===== config.mk =====
export PLATFORM = sky130hd
export DESIGN_NAME = cgp_top
export DESIGN_NICKNAME = d
export VERILOG_FILES = /design/src/inc/cgp_pkg.sv /design/src/inc/cgp_pin_if.sv /design/src/cgp_pin_bank.sv /design/src/cgp_mask_shift.sv /design/src/cgp_top.sv
export SDC_FILE = /design/constraint.sdc
export NUM_CORES = 1
export LEC_CHECK = 0
export BUFFER_PORTS_ARGS = -buffer_cell sky130_fd_sc_hd__buf_2
export CAP_MARGIN = 20
export CORE_MARGIN = 8
export CORE_UTILIZATION = 45
export DETAILED_ROUTE_END_ITERATION = 8
export MAX_ROUTING_LAYER = met4
export PLACE_DENSITY = 0.69
export SLEW_MARGIN = 20
export SYNTH_ARGS = -nofsm -noshare
export SYNTH_HDL_FRONTEND = slang
export SYNTH_SLANG_ARGS = --single-unit

===== constraint.sdc =====
create_clock -name SYS_CLK -period 1.45 [get_ports SYS_CLK]
set_input_delay 0.0725 -clock SYS_CLK [delete_from_list [all_inputs] [get_ports SYS_CLK]]
set_output_delay 0.0725 -clock SYS_CLK [all_outputs]
set_load 0.02 [all_outputs]

===== src/inc/cgp_pkg.sv =====
package cgp_pkg;
    localparam int GPIO_W = 8;
    localparam int NIB_W = 4;
    localparam int IDX_W = 3;
    localparam int MASK_BITS = 16;
    localparam int CNT_W = 5;
    // register indices
    localparam logic [2:0] IDX_DIR_HI = 3'h0;
    localparam logic [2:0] IDX_DIR_LO = 3'h1;
    localparam logic [2:0] IDX_VAL_HI = 3'h2;
    localparam logic [2:0] IDX_VAL_LO = 3'h3;
    localparam logic [2:0] IDX_IN_HI = 3'h4;
    localparam logic [2:0] IDX_IN_LO = 3'h5;
    // field positions within an 8-bit register
    localparam int SET_LSB = 4;
    localparam int CLR_LSB = 0;
    // values after reset
    localparam logic [7:0] DIR_RST = 8'h00;
    localparam logic [7:0] VAL_RST = 8'h00;
    localparam logic [7:0] RDATA_RST = 8'h00;
    localparam logic [15:0] MASK_RST = 16'h0000;
    // alternate pin positions
    localparam int ALT_CLK_PIN = 0;
    localparam int ALT_LOAD_PIN = 2;
    // shift clock half period in SYS_CLK cycles
    localparam logic [3:0] HALF_CYC = 4'h4;
endpackage


===== src/inc/cgp_pin_if.sv =====
`timescale 1ns/1ps
interface cgp_pin_if;
    logic [7:0] dir_set;
    logic [7:0] dir_clr;
    logic [7:0] val_set;
    logic [7:0] val_clr;
    logic [7:0] dir;
    logic [7:0] val;
    modport ctrl (output dir_set, dir_clr, val_set, val_clr, input dir, val);
    modport bank (input dir_set, dir_clr, val_set, val_clr, output dir, val);
endinterface


===== src/cgp_pin_bank.sv =====
`timescale 1ns/1ps
module cgp_pin_bank
    import cgp_pkg::*;
(
    input wire logic clk,
    input wire logic rst_n,
    input wire logic ce,
    cgp_pin_if.bank pif
);
    // ----------------------------------------
    // per-pin direction and output value
    // ----------------------------------------
    for (genvar k = 0; k < GPIO_W; k++) begin : g_pin
        always_ff @(posedge clk) begin
            if (!rst_n) begin
                pif.dir[k] <= DIR_RST[k];
            end else if (ce) begin
                if (pif.dir_set[k]) begin
                    pif.dir[k] <= 1'b1;
                end else if (pif.dir_clr[k]) begin
                    pif.dir[k] <= 1'b0;
                end
            end
        end
        always_ff @(posedge clk) begin
            if (!rst_n) begin
                pif.val[k] <= VAL_RST[k];
            end else if (ce) begin
                if (pif.val_set[k]) begin
                    pif.val[k] <= 1'b1;
                end else if (pif.val_clr[k]) begin
                    pif.val[k] <= 1'b0;
                end
            end
        end
    end
endmodule


===== src/cgp_mask_shift.sv =====
`timescale 1ns/1ps
module cgp_mask_shift
    import cgp_pkg::*;
(
    input wire logic clk,
    input wire logic rst_n,
    input wire logic ce,
    input wire logic active,
    input wire logic ser_in,
    output logic sclk,
    output logic sload,
    output logic [15:0] mask,
    output logic mask_valid
);
    typedef enum logic [2:0] {MS_IDLE, MS_LOAD, MS_LOW, MS_HIGH, MS_DONE} cgp_ms_t;
    cgp_ms_t state_reg;
    logic [3:0] tick_reg;
    logic [4:0] bit_cnt_reg;
    logic [15:0] shift_reg;
    logic tick_end;

    assign tick_end = (tick_reg == HALF_CYC - 4'h1);

    // ----------------------------------------
    // load pulse, then sixteen shift clocks
    // ----------------------------------------
    always_ff @(posedge clk) begin
        if (!rst_n) begin
            state_reg <= MS_IDLE;
            tick_reg <= 4'h0;
            bit_cnt_reg <= 5'h00;
            sclk <= 1'b0;
            sload <= 1'b1;
        end else if (ce) begin
            tick_reg <= tick_end ? 4'h0 : tick_reg + 4'h1;
            if (!active) begin
                state_reg <= MS_IDLE;
                sclk <= 1'b0;
                sload <= 1'b1;
                tick_reg <= 4'h0;
            end else begin
                case (state_reg)
                    MS_IDLE: begin
                        state_reg <= MS_LOAD;
                        sload <= 1'b0;
                        tick_reg <= 4'h0;
                        bit_cnt_reg <= 5'h00;
                    end
                    MS_LOAD: begin
                        if (tick_end) begin
                            state_reg <= MS_LOW;
                            sload <= 1'b1;
                        end
                    end
                    MS_LOW: begin
                        if (tick_end) begin
                            state_reg <= MS_HIGH;
                            sclk <= 1'b1;
                            bit_cnt_reg <= bit_cnt_reg + 5'h01;
                        end
                    end
                    MS_HIGH: begin
                        if (tick_end) begin
                            sclk <= 1'b0;
                            state_reg <= (bit_cnt_reg == CNT_W'(MASK_BITS)) ? MS_DONE : MS_LOW;
                        end
                    end
                    default: begin
                        state_reg <= MS_DONE;
                    end
                endcase
            end
        end
    end

    always_ff @(posedge clk) begin
        if (!rst_n) begin
            shift_reg <= MASK_RST;
        end else if (ce && active && state_reg == MS_LOW && tick_end) begin
            shift_reg <= {shift_reg[14:0], ser_in};
        end
    end

    always_ff @(posedge clk) begin
        if (!rst_n) begin
            mask <= MASK_RST;
            mask_valid <= 1'b0;
        end else if (ce && active && state_reg == MS_HIGH && tick_end
                     && bit_cnt_reg == CNT_W'(MASK_BITS)) begin
            mask <= shift_reg;
            mask_valid <= 1'b1;
        end
    end
endmodule


===== src/cgp_top.sv =====
`timescale 1ns/1ps
// Functional notes
// - eight pins, one bit each per field
// - 8-bit registers: upper set, lower clear
// - direction set one makes pin output
// - direction clear one floats pin driver
// - zeros written leave pin state unchanged
// - after reset all pins are inputs
// - value set one drives pin high
// - value clear one drives pin low
// - value driven only while pin outputs
// - stored output values reset to zero
// - input level read-only, live pin levels
// - registers reachable from both bus sides
// - primary reset: pin 0 is shift clock
// - primary reset: pin 2 is shift/load
// - shift in 16-bit clock-disable mask
module cgp_top
    import cgp_pkg::*;
(
    input wire logic SYS_CLK,
    input wire logic RESETN,
    input wire logic CLK_EN,
    input wire logic PRIMARY_RESET_INPUT_N,
    input wire logic MASK_SERIAL_INPUT,
    input wire logic [7:0] GPIO_IN,
    output logic [7:0] GPIO_OUT,
    output logic [7:0] GPIO_OE,
    input wire logic PRI_CFG_WR,
    input wire logic PRI_CFG_RD,
    input wire logic [2:0] PRI_CFG_IDX,
    input wire logic [7:0] PRI_CFG_WDATA,
    output logic [7:0] PRI_CFG_RDATA,
    input wire logic SEC_CFG_WR,
    input wire logic SEC_CFG_RD,
    input wire logic [2:0] SEC_CFG_IDX,
    input wire logic [7:0] SEC_CFG_WDATA,
    output logic [7:0] SEC_CFG_RDATA,
    output logic [15:0] CLOCK_DISABLE_MASK,
    output logic MASK_VALID
);
    cgp_pin_if pif();

    logic alt_mode;
    logic m_sclk;
    logic m_sload;
    logic [15:0] m_mask;
    logic m_valid;
    logic [7:0] out_next;
    logic [7:0] oe_next;
    logic [7:0] pri_rd_next;
    logic [7:0] sec_rd_next;
    logic [7:0] dir_set;
    logic [7:0] dir_clr;
    logic [7:0] val_set;
    logic [7:0] val_clr;
    logic [1:0] side_wr;
    logic [2:0] side_idx [2];
    logic [7:0] side_wd [2];

    assign alt_mode = !PRIMARY_RESET_INPUT_N;

    // ----------------------------------------
    // write decode, both bus sides
    // ----------------------------------------
    assign side_wr = {SEC_CFG_WR, PRI_CFG_WR};
    assign side_idx[0] = PRI_CFG_IDX;
    assign side_idx[1] = SEC_CFG_IDX;
    assign side_wd[0] = PRI_CFG_WDATA;
    assign side_wd[1] = SEC_CFG_WDATA;

    always_comb begin
        dir_set = 8'h00;
        dir_clr = 8'h00;
        val_set = 8'h00;
        val_clr = 8'h00;
        for (int s = 0; s < 2; s++) begin
            if (side_wr[s]) begin
                // upper nibble sets, lower nibble clears; zero bits do nothing
                if (side_idx[s] == IDX_DIR_HI) begin
                    dir_set[7:4] = dir_set[7:4] | side_wd[s][7:SET_LSB];
                    dir_clr[7:4] = dir_clr[7:4] | side_wd[s][3:CLR_LSB];
                end else if (side_idx[s] == IDX_DIR_LO) begin
                    dir_set[3:0] = dir_set[3:0] | side_wd[s][7:SET_LSB];
                    dir_clr[3:0] = dir_clr[3:0] | side_wd[s][3:CLR_LSB];
                end else if (side_idx[s] == IDX_VAL_HI) begin
                    val_set[7:4] = val_set[7:4] | side_wd[s][7:SET_LSB];
                    val_clr[7:4] = val_clr[7:4] | side_wd[s][3:CLR_LSB];
                end else if (side_idx[s] == IDX_VAL_LO) begin
                    val_set[3:0] = val_set[3:0] | side_wd[s][7:SET_LSB];
                    val_clr[3:0] = val_clr[3:0] | side_wd[s][3:CLR_LSB];
                end
            end
        end
    end

    assign pif.dir_set = dir_set;
    assign pif.dir_clr = dir_clr;
    assign pif.val_set = val_set;
    assign pif.val_clr = val_clr;

    // ----------------------------------------
    // pin state storage
    // ----------------------------------------
    cgp_pin_bank u_bank (
        .clk(SYS_CLK),
        .rst_n(RESETN),
        .ce(CLK_EN),
        .pif(pif.bank)
    );

    // ----------------------------------------
    // reset-time mask shifter
    // ----------------------------------------
    cgp_mask_shift u_shift (
        .clk(SYS_CLK),
        .rst_n(RESETN),
        .ce(CLK_EN),
        .active(alt_mode),
        .ser_in(MASK_SERIAL_INPUT),
        .sclk(m_sclk),
        .sload(m_sload),
        .mask(m_mask),
        .mask_valid(m_valid)
    );

    // ----------------------------------------
    // pin drive with alternate duties
    // ----------------------------------------
    always_comb begin
        out_next = pif.val;
        oe_next = pif.dir;
        if (alt_mode) begin
            out_next[ALT_CLK_PIN] = m_sclk;
            oe_next[ALT_CLK_PIN] = 1'b1;
            out_next[ALT_LOAD_PIN] = m_sload;
            oe_next[ALT_LOAD_PIN] = 1'b1;
        end
    end

    always_ff @(posedge SYS_CLK) begin
        if (!RESETN) begin
            GPIO_OUT <= VAL_RST;
            GPIO_OE <= DIR_RST;
        end else if (CLK_EN) begin
            GPIO_OUT <= out_next;
            GPIO_OE <= oe_next;
        end
    end

    always_ff @(posedge SYS_CLK) begin
        if (!RESETN) begin
            CLOCK_DISABLE_MASK <= MASK_RST;
            MASK_VALID <= 1'b0;
        end else if (CLK_EN) begin
            CLOCK_DISABLE_MASK <= m_mask;
            MASK_VALID <= m_valid;
        end
    end

    // ----------------------------------------
    // read decode
    // ----------------------------------------
    function automatic logic [7:0] rd_mux(input logic [2:0] idx,
                                          input logic [7:0] dir,
                                          input logic [7:0] val,
                                          input logic [7:0] pins);
        logic [7:0] r;
        r = 8'h00;
        if (idx == IDX_DIR_HI) begin
            r = {dir[7:4], 4'h0};
        end else if (idx == IDX_DIR_LO) begin
            r = {dir[3:0], 4'h0};
        end else if (idx == IDX_VAL_HI) begin
            r = {val[7:4], 4'h0};
        end else if (idx == IDX_VAL_LO) begin
            r = {val[3:0], 4'h0};
        end else if (idx == IDX_IN_HI) begin
            r = {pins[7:4], 4'h0};
        end else if (idx == IDX_IN_LO) begin
            r = {pins[3:0], 4'h0};
        end
        return r;
    endfunction

    assign pri_rd_next = rd_mux(PRI_CFG_IDX, pif.dir, pif.val, GPIO_IN);
    assign sec_rd_next = rd_mux(SEC_CFG_IDX, pif.dir, pif.val, GPIO_IN);

    always_ff @(posedge SYS_CLK) begin
        if (!RESETN) begin
            PRI_CFG_RDATA <= RDATA_RST;
        end else if (CLK_EN && PRI_CFG_RD) begin
            PRI_CFG_RDATA <= pri_rd_next;
        end
    end

    always_ff @(posedge SYS_CLK) begin
        if (!RESETN) begin
            SEC_CFG_RDATA <= RDATA_RST;
        end else if (CLK_EN && SEC_CFG_RD) begin
            SEC_CFG_RDATA <= sec_rd_next;
        end
    end
endmodule


After elaboration in Yosys (flattened, before gate mapping)
Index checks and enable logic that the tools add are counted.
{ "classes": {"mux": 105, "eq_ne": 19, "n_reduce_logical": 51, "n_addsub": 2, "bitwise": 9} }
{ "op_table": {"columns": ["operator", "count"], "rows": [
  ["$mux W8", 28],
  ["$mux W4", 27],
  ["$mux W1", 40],
  ["$reduce_bool A2 Y1", 17],
  ["$or A4 B4 Y4", 8],
  ["$reduce_and A2 Y1", 16],
  ["$eq A3 B2 Y1 const B", 6],
  ["$mux W3", 5],
  ["$eq A3 B3 Y1 const B", 4],
  ["$pmux W3 S4", 1],
  ["$reduce_and A4 Y1", 3],
  ["$pmux W5 S2", 1],
  ["$eq A3 B1 Y1 const B", 3],
  ["$logic_not A3 Y1", 3],
  ["$ne A3 B2 Y1 const B", 3],
  ["$logic_and A1 B1 Y1", 8],
  ["$reduce_bool A3 Y1", 2],
  ["$add A5 B1 Y5 const B", 1],
  ["$eq A5 B5 Y1 const B", 1],
  ["$mux W5", 1],
  ["$add A4 B1 Y4 const B", 1],
  ["$eq A4 B2 Y1 const B", 1],
  ["$pmux W1 S2", 2],
  ["$reduce_and A3 Y1", 1],
  ["other kinds (3)", 3]
]} }
{ "word_totals": {"input_bits": 39, "output_inout_bits": 49, "ff_bits": 112, "elab_cells": 216} }

Longest topological paths before layout
Gate-level depths: netlist of the first run.
{ "depth": {"depth_word": 14, "ltp_mapped": 7, "depth_no_buf": 5} }

By module
From an unflattened synthesis of the first run, not the netlist that was laid out.
{ "unflattened": {"cells_unflattened": 599, "hier_area_um2": 5236.3} }
{ "modules_own_cells": {"columns": ["module", "seq_area_each_um2", "area_per_inst_um2", "n_inst", "cells_each"], "rows": [
  ["cgp_top", 820.8, 2422.3, 1, 285],
  ["cgp_mask_shift", 940.9, 2133.3, 1, 244],
  ["cgp_pin_bank", 320.3, 680.7, 1, 70]
]} }

Least setup slack after synthesis of the first run
No wires, ideal clock.
{ "synth_path": {"kind": "reg2reg", "from": "register u_shift.tick_reg[0]", "to": "register u_shift.bit_cnt_reg[4]", "arrival_ns": 1.536, "n_path_buf": 0, "synth_period_minus_slack_ns": 1.607, "t_required_ns": 1.378, "stages_incl_launch_ff": 5, "setup_ns": 0.072, "setup_slack_ns": -0.157, "cell_sequence": "dfxtp_1 > ha_1 > or3b_4 > a2111oi_2 > mux2i_1"} }
{ "synth_via": {"elab_chain_len": 3} }
{ "synth_lines": {"columns": ["item", "line", "text"], "rows": [
  ["start: declaration", "cgp_mask_shift.sv:17", "logic [3:0] tick_reg;"],
  ["start signal: assignment", "cgp_mask_shift.sv:35", "tick_reg <= tick_end ? 4'h0 : tick_reg + 4'h1;"],
  ["$eq A4 B2 Y1", "cgp_mask_shift.sv:22", "assign tick_end = (tick_reg == HALF_CYC - 4'h1);"],
  ["$ne A2 B1 Y1 (no line)", null, null],
  ["$reduce_and A4 Y1 (no line)", null, null],
  ["end signal: assignment", "cgp_mask_shift.sv:59", "bit_cnt_reg <= bit_cnt_reg + 5'h01;"],
  ["end: declaration", "cgp_mask_shift.sv:18", "logic [4:0] bit_cnt_reg;"]
]} }
No other way between the ends.
A chain may end at the register's enable or synchronous reset.

Worst setup path after layout of the first run
{ "layout_path": {"from": "register u_shift.tick_reg[1]", "to": "register u_shift.bit_cnt_reg[3]"} }
Same word-level chain as after synthesis.

==> results of run 1 <==
kinds of logic (layout without fill, tap and decap cells):
family	count (synthesis)	after routing	synth area share
adder cells (fa/ha/maj)	3	3	0.00741
buffers and inverters	65	149	0.0591
multiplexers	84	84	0.170
AO/OA/AOI/OAI	109	109	0.164
AND/OR/NAND/NOR	179	179	0.187
other	1	8	0.000741
flip-flops	104	104	0.411
placed cells by master (no fill, tap or decap), drive strengths merged, types with 8 or more instances in the layout:
| master | n |
|---|---|
| a21oi | 8 |
| a22oi | 11 |
| buf | 119 |
| clkbuf | 9 |
| conb | 8 |
| dfxtp | 104 |
| inv | 16 |
| mux2i | 76 |
| nand2 | 66 |
| nand2b | 9 |
| nand4b | 10 |
| nor2 | 35 |
| nor2b | 8 |
| o22ai | 28 |
metal layers:
layer,routed length [um],global-route usage,up-vias
li1,-,-,2152
met4,463,0.0975,0
met1,5790,0.229,2163
met3,1070,0.0403,42
met5,0,-,-
met2,6610,0.305,183
power by group through the flow:
stage	Sequential [mW]	Clock (mW)	Combinational [mW]
floorplan	3.00	0	0.398
detailed placement	2.98	0	0.610
finish	2.91	1.94	0.630
CTS	2.91	1.99	0.621
global placement	2.98	0	0.600
global route	2.92	2.09	0.685
critical path, stage by stage (launching register included):
cell and delay, ns:
dfxtp_2 0.37, ha_4 0.14, or3b_4 0.44, a2111oi_4 0.33, mux2i_1 0.23
how the worst min path moves through the flow:
stage / endpoint / startpoint / slack, ns
finish: u_bank.pif.dir[6] / PRI_CFG_WDATA[6] / 0.06
global placement: u_shift.shift_reg[0] / MASK_SERIAL_INPUT / 0.33
detailed placement: u_shift.shift_reg[0] / MASK_SERIAL_INPUT / 0.33
global route: PRI_CFG_RDATA[7] / PRI_CFG_IDX[1] / 0.07
CTS: PRI_CFG_RDATA[7] / PRI_CFG_IDX[1] / 0.04
floorplan: u_shift.shift_reg[0] / MASK_SERIAL_INPUT / 0.21
final cells by class:
cell class,instances,area [um2],share of cell area
Multi-Input combinational cell,383,2780,0.458
Sequential cell,104,2090,0.344
Timing Repair Buffer,120,758,0.125
Tap cell,140,175,0.0289
Clock buffer,9,124,0.0204
Clock inverter,7,92.6,0.0153
Inverter,13,48.8,0.00804
through the flow:
step,util,hold WS [ns],TNS (ns),worst slack (ns)
6_report,0.557,0.0639,-0.544,-0.116
5_1_grt,0.557,0.0659,-2.18,-0.175
4_1_cts,0.554,0.0447,-0.462,-0.113
3_5_place_dp,0.526,0.332,-0.552,-0.121
3_3_place_gp,0.526,0.328,-0.174,-0.0880
2_1_floorplan,-,0.211,-0.0832,-0.0670
repair_timing:
action | in CTS | in global routing
resized for setup | 9 | 8
setup endpoints to repair | 24 | 42
hold buffers | 1 | 0
endpoints found under the hold margin | 1 | 0
setup buffers | 2 | 1
pin swaps | 2 | 3
gates cloned | 1 | 0
==> impl_results.md, run 1 <==
- DR DRC count: 0
- DRT iter0 DRCs: 593
- Post-synth top flop: dfxtp_1
- Most common cell in the synthesized netlist: dfxtp_1
- H-tree Lvls: 3
- Fmax: roughly 640 MHz
- DR WL/cell: approximately 18 um
- Min-delay worst type: primary input to flop
- Final WL: approximately 14 mm
- Setup violators final: 22
- Yosys warns: 0
- Root Buffer: clkbuf_8
- Critical Path RT: 1.75 ns
- Fin nets: between 600 and 700
- Worst Slack Setup Final: -0.116 ns
- Actual slew at the worst max-slew pin: 0.592 ns
- Vias per cell: between 5 and 6
- PortBufs: 79
- Reg2reg setup slack: -0.12 ns
- Number of synthesized flops with an enable pin: 0
- Seq/Total Area, Yosys: 0.411
- Pre-antenna DRT Iters: 5
- Largest net degree at the start of global routing: 46
- Vias in the first global route: 4551
- Design area: 0.00607 mm2
- Clock insertion delay at the later pin of the skew report: between 0.3 and 0.4 ns
- Clk network pwr share: 0.354
- Setup Crit Path Kind: flop to flop
- Yosys top cell by area: dfxtp_1
- Reg-to-Reg End: u_shift.bit_cnt_reg[3]
- Gate power share: 0.115
- Failing checks: setup timing
- # diodes: 0
- Top cell type's share of synthesized area: 0.411
- Pins Over Slew Limit: 0
- Crit-path max FO: 6
- CTS sink cnt: between 100 and 150
- Max cap viols: 0
- Switching part of the total power: 0.274
- Final hold violation count: 0
- Mapped Cells: ~550
- Final estimated routing congestion in global placement: about 0.96
- Hold Crit Depth: 3
- Antenna Violating Nets Remaining: 0
- Reg-to-reg critical path startpoint: u_shift.tick_reg[1]
- CP Capture Point: u_shift.bit_cnt_reg[3]
- Pwr dens: ~900 mW/mm2
- CTS tree: done
- Crit start category: flop
- Chip width: 122 um
- First-pass GRT wire length: about 23 mm
- Reg power frac: 0.531
- Final worst path period share: 1.08
- Critical Path Start: u_shift.tick_reg[1]
- Height of the die: ~120 um
- Worst Setup End Kind: flop
- Total Routing Usage GR: 0.193
- Synth Cell Area: a little over 0.005 mm2
- Commonest cells post-synth: dfxtp_1 (104), mux2i_1 (76), nand2_1 (66)
- Initial antenna violation count: 0
- Area delta synth->final: 19.8%
- FFs w/ async S/R, synth: 0
- Hpwl dp: 10.1 mm
- Count of state elements after synthesis: 104
- Clk_skew: 0.0152 ns
- RSZ-0062 raised after global routing: true
- Row count: 38
- Placed Instances: approximately 760
- Io pins: 88
- CP Data Arrival Time: 1.86 ns
- Total CTS buffers: 9
- Core area: approximately 0.011 mm2
- Via Count: 4540
- Layout cell share with drive strength beyond 1: 0.259
- Worst slew margin: 0.604
- IR Drop Worst-Case VDD: ~550 uV
- Final Total Pwr: 5.49 mW
- Min cycle time layout: approximately 1.6 ns
- Leading post-synthesis cells by cell area: dfxtp_1 (41%), mux2i_1 (15%), nand2_1 (4.9%)
- Reg clk slew, reported paths: approximately 0.10 ns
- Cell internal pwr: around 4 mW
- Placed instance area: 0.00573 mm2
- Outcome: complete, but fails checks
- Switching power: between 1.5 and 2 mW
- Yosys cell types: 60
- Die ar.: ~0.015 mm2
- Initial Utilization: 0.465
- Static Leak: between 2 and 3 nW
- Total grt overflow: 0
- Synth Area per Inst: between 9 and 10 um2
- R2R depth: 4
- Filler instances: roughly 1000
- Non-filler cells, final: 776
- Max Root-Sink Buffers: 2
(Power assumes the default switching activity.)
==> run 2, diff against run 1 <==
BUFFER_PORTS_ARGS = unset   (was -buffer_cell sky130_fd_sc_hd__buf_2)
DONT_BUFFER_PORTS = 1   (was unset)
PLACE_DENSITY = unset   (was 0.69)
==> run 2 against run 1 <==
Effect of this change:
- the flow finishes with violations (hold timing, setup timing)
- largest power group unchanged
- clock skew fell by 0.0028 ns
- sequential share of layout area increased by 1.9 points
- worst hold slack got worse by 0.071 ns
- highest routed layer unchanged
- via count fell by 8.1%
==> impl_results.md, run 2 (synthesized netlist as in run 1, its figures left out) <==
- CTS sink cnt: 104 (unchanged)
- Non-filler cells, final: 702 (-9.5%)
- Switching power: 1.38 mW (-8.3%)
- Initial antenna violation count: 0 (unchanged)
- Final WL: 14.1 mm (+0.97%)
- Max Root-Sink Buffers: 2 (unchanged)
- CP Data Arrival Time: 1.86 ns (about the same)
- Actual slew at the worst max-slew pin: 0.598 ns (+0.00552 ns)
- Min cycle time layout: 1.57 ns (+0.000303 ns)
- Critical Path RT: 1.75 ns (about the same)
- Filler instances: 1008 (-0.30%)
- Reg power frac: 0.565 (+0.034)
- Final worst path period share: 1.08 (about the same)
- Total Routing Usage GR: 0.192 (-0.00127)
- RSZ-0062 raised after global routing: true
- Vias per cell: 5.95 (+1.6%)
- Worst slew margin: 0.601 (-0.00368)
- Total CTS buffers: 9 (unchanged)
- Setup violators final: 39 (+77%)
- Commonest cells after routing, fill and taps aside: dfxtp_1 (99), mux2i_1 (76), nand2_1 (66)
- Reg clk slew, reported paths: 0.10 ns (about the same)
- Placed Instances: 661 (-12%)
- Core area: 0.0109 mm2 (unchanged)
- Static Leak: 2.29 nW (-14%)
- Pins Over Slew Limit: 0 (unchanged)
- Total grt overflow: 0 (unchanged)
- DR DRC count: 0 (unchanged)
- Crit-path max FO: 6 (unchanged)
- Layout cell share with drive strength beyond 1: 0.130 (-0.130)
- Failing checks: hold timing, setup timing
- Clock insertion delay at the later pin of the skew report: 0.37 ns (about the same)
- Via Count: 4174 (-8.1%)
- DR WL/cell: 20.0 um (+12%)
- Height of the die: 122 um (unchanged)
- Largest net degree at the start of global routing: 59 (+28%)
- Final Total Pwr: 5.20 mW (-5.1%)
- Switching part of the total power: 0.265 (-0.00911)
- Pre-antenna DRT Iters: 5 (unchanged)
- DRT iter0 DRCs: 393 (-34%)
- # diodes: 0 (unchanged)
- Fin nets: 599 (-11%)
- Footprint of the multi-input gates: 0.00278 mm2 (-0.14%)
- CTS tree: done
- Crit-path slowest cell: or3b_4
- Row count: 38 (unchanged)
- Pwr dens: 906 mW/mm2 (+0.20%)
- Sequential Area: 0.00209 mm2 (unchanged)
- CP Cell Sequence: ha_4, or3b_4, a2111oi_4, mux2i_1
- Antenna Violating Nets Remaining: 0 (unchanged)
- Hold Worst Slack: -0.00753 ns (-0.0714 ns)
- Worst Setup End Kind: flop
- PortBufs: 0 (-100%)
- R2R depth: 4 (unchanged)
- First-pass GRT wire length: 22.0 mm (-2.6%)
- Hpwl dp: 9.31 mm (-8.1%)
- H-tree Lvls: 3 (unchanged)
- Worst Slack Setup Final: -0.116 ns (-0.000303 ns)
- Cell internal pwr: 3.83 mW (-4.0%)
- Setup Crit Path Kind: flop to flop
- Die ar.: 0.0149 mm2 (unchanged)
- Commonest non-fill, non-tap cell in the layout: dfxtp_1
- Max cap viols: 0 (unchanged)
- Vias in the first global route: 4103 (-9.8%)
- Final hold violation count: 1 (+1)
- Area delta synth->final: 13.4%
- Io pins: 88 (unchanged)
- Crit start category: flop
- Clk network pwr share: 0.341 (-0.013)
- Post-Place Setup Slack: -0.152 ns (-0.0301 ns)
- Fmax: 639 MHz (about the same)
- IR Drop Worst-Case VDD: 531 uV (-3.9%)
- Clk_skew: 0.0125 ns (-0.00277 ns)
- Hold Crit Depth: 3 (unchanged)
- Initial Utilization: 0.465 (unchanged)
- Min-delay worst type: primary input to flop
- Crit-path max cell delay: 0.44 ns (about the same)
- Gate power share: 0.094 (-0.021)
- Root Buffer: clkbuf_8
- Outcome: complete, but fails checks
- Final core utilization: 0.527 (-0.0298)
- Final estimated routing congestion in global placement: 0.903 (-5.6%)
- Chip width: 122 um (unchanged)
-- run 2: layout make-up --
type	instances	area share
clock inverter	5	0.00828
inverter	13	0.00850
sequential	104	0.364
clock buffer	11	0.0246
tap	140	0.0305
multi-input combinational	383	0.483
timing repair buffer	46	0.0811
-- run 2: repair_timing --
item / 4_1_cts / 5_1_grt
endpoints found under the setup margin: 41 / 43
hold buffers: 21 / 0
endpoints found under the hold margin: 100 / 0
gates cloned: 0 / 1
resized for setup: 3 / 12
buffers inserted: 1 / 2
pin swaps: 0 / 5
-- run 2: per-stage QoR --
step | instance area [um2] | setup TNS [ns]
4_1_cts | 5670 | -0.399
6_report | 5740 | -1.60
3_3_place_gp | 5220 | -0.257
5_1_grt | 5740 | -3.95
3_5_place_dp | 5220 | -2.11
2_1_floorplan | 5150 | -0.0832
-- run 2: final timing paths --
kind                  startpoint                endpoint  slack [ns]
min reg2reg     u_shift.mask[15]        u_shift.mask[15]        0.47
max          u_shift.tick_reg[1]  u_shift.bit_cnt_reg[4]       -0.12
max reg2reg  u_shift.tick_reg[1]  u_shift.bit_cnt_reg[4]       -0.12
min                       CLK_EN            u_shift.sclk      -0.008
-- run 2: per-layer routing --
layer / wire length (um) / up-vias / track usage / share of wire
met5: 0 / - / - / 0
met4: 421 / 0 / 0.0876 / 0.030
met3: 1020 / 27 / 0.0435 / 0.073
met2: 6790 / 139 / 0.308 / 0.48
met1: 5840 / 2001 / 0.225 / 0.42
li1: - / 2007 / - / -
-- run 2: worst max-delay path: cells and delay by family, from the launching register on --
kind	cells	cell delay [ns]
simple gates	1	0.44
flops	1	0.36
compound gates	1	0.33
mux	1	0.22
fa+ha+maj	1	0.14
-- run 2: power by group through the flow --
stage / combinational, mW / sequential [mW] / clock, mW
after floorplan: 0.398 / 3.00 / 0
after global placement: 0.346 / 3.01 / 0
after detailed placement: 0.349 / 3.01 / 0
after CTS: 0.479 / 2.94 / 1.84
after global routing: 0.527 / 2.95 / 1.97
final: 0.490 / 2.94 / 1.77
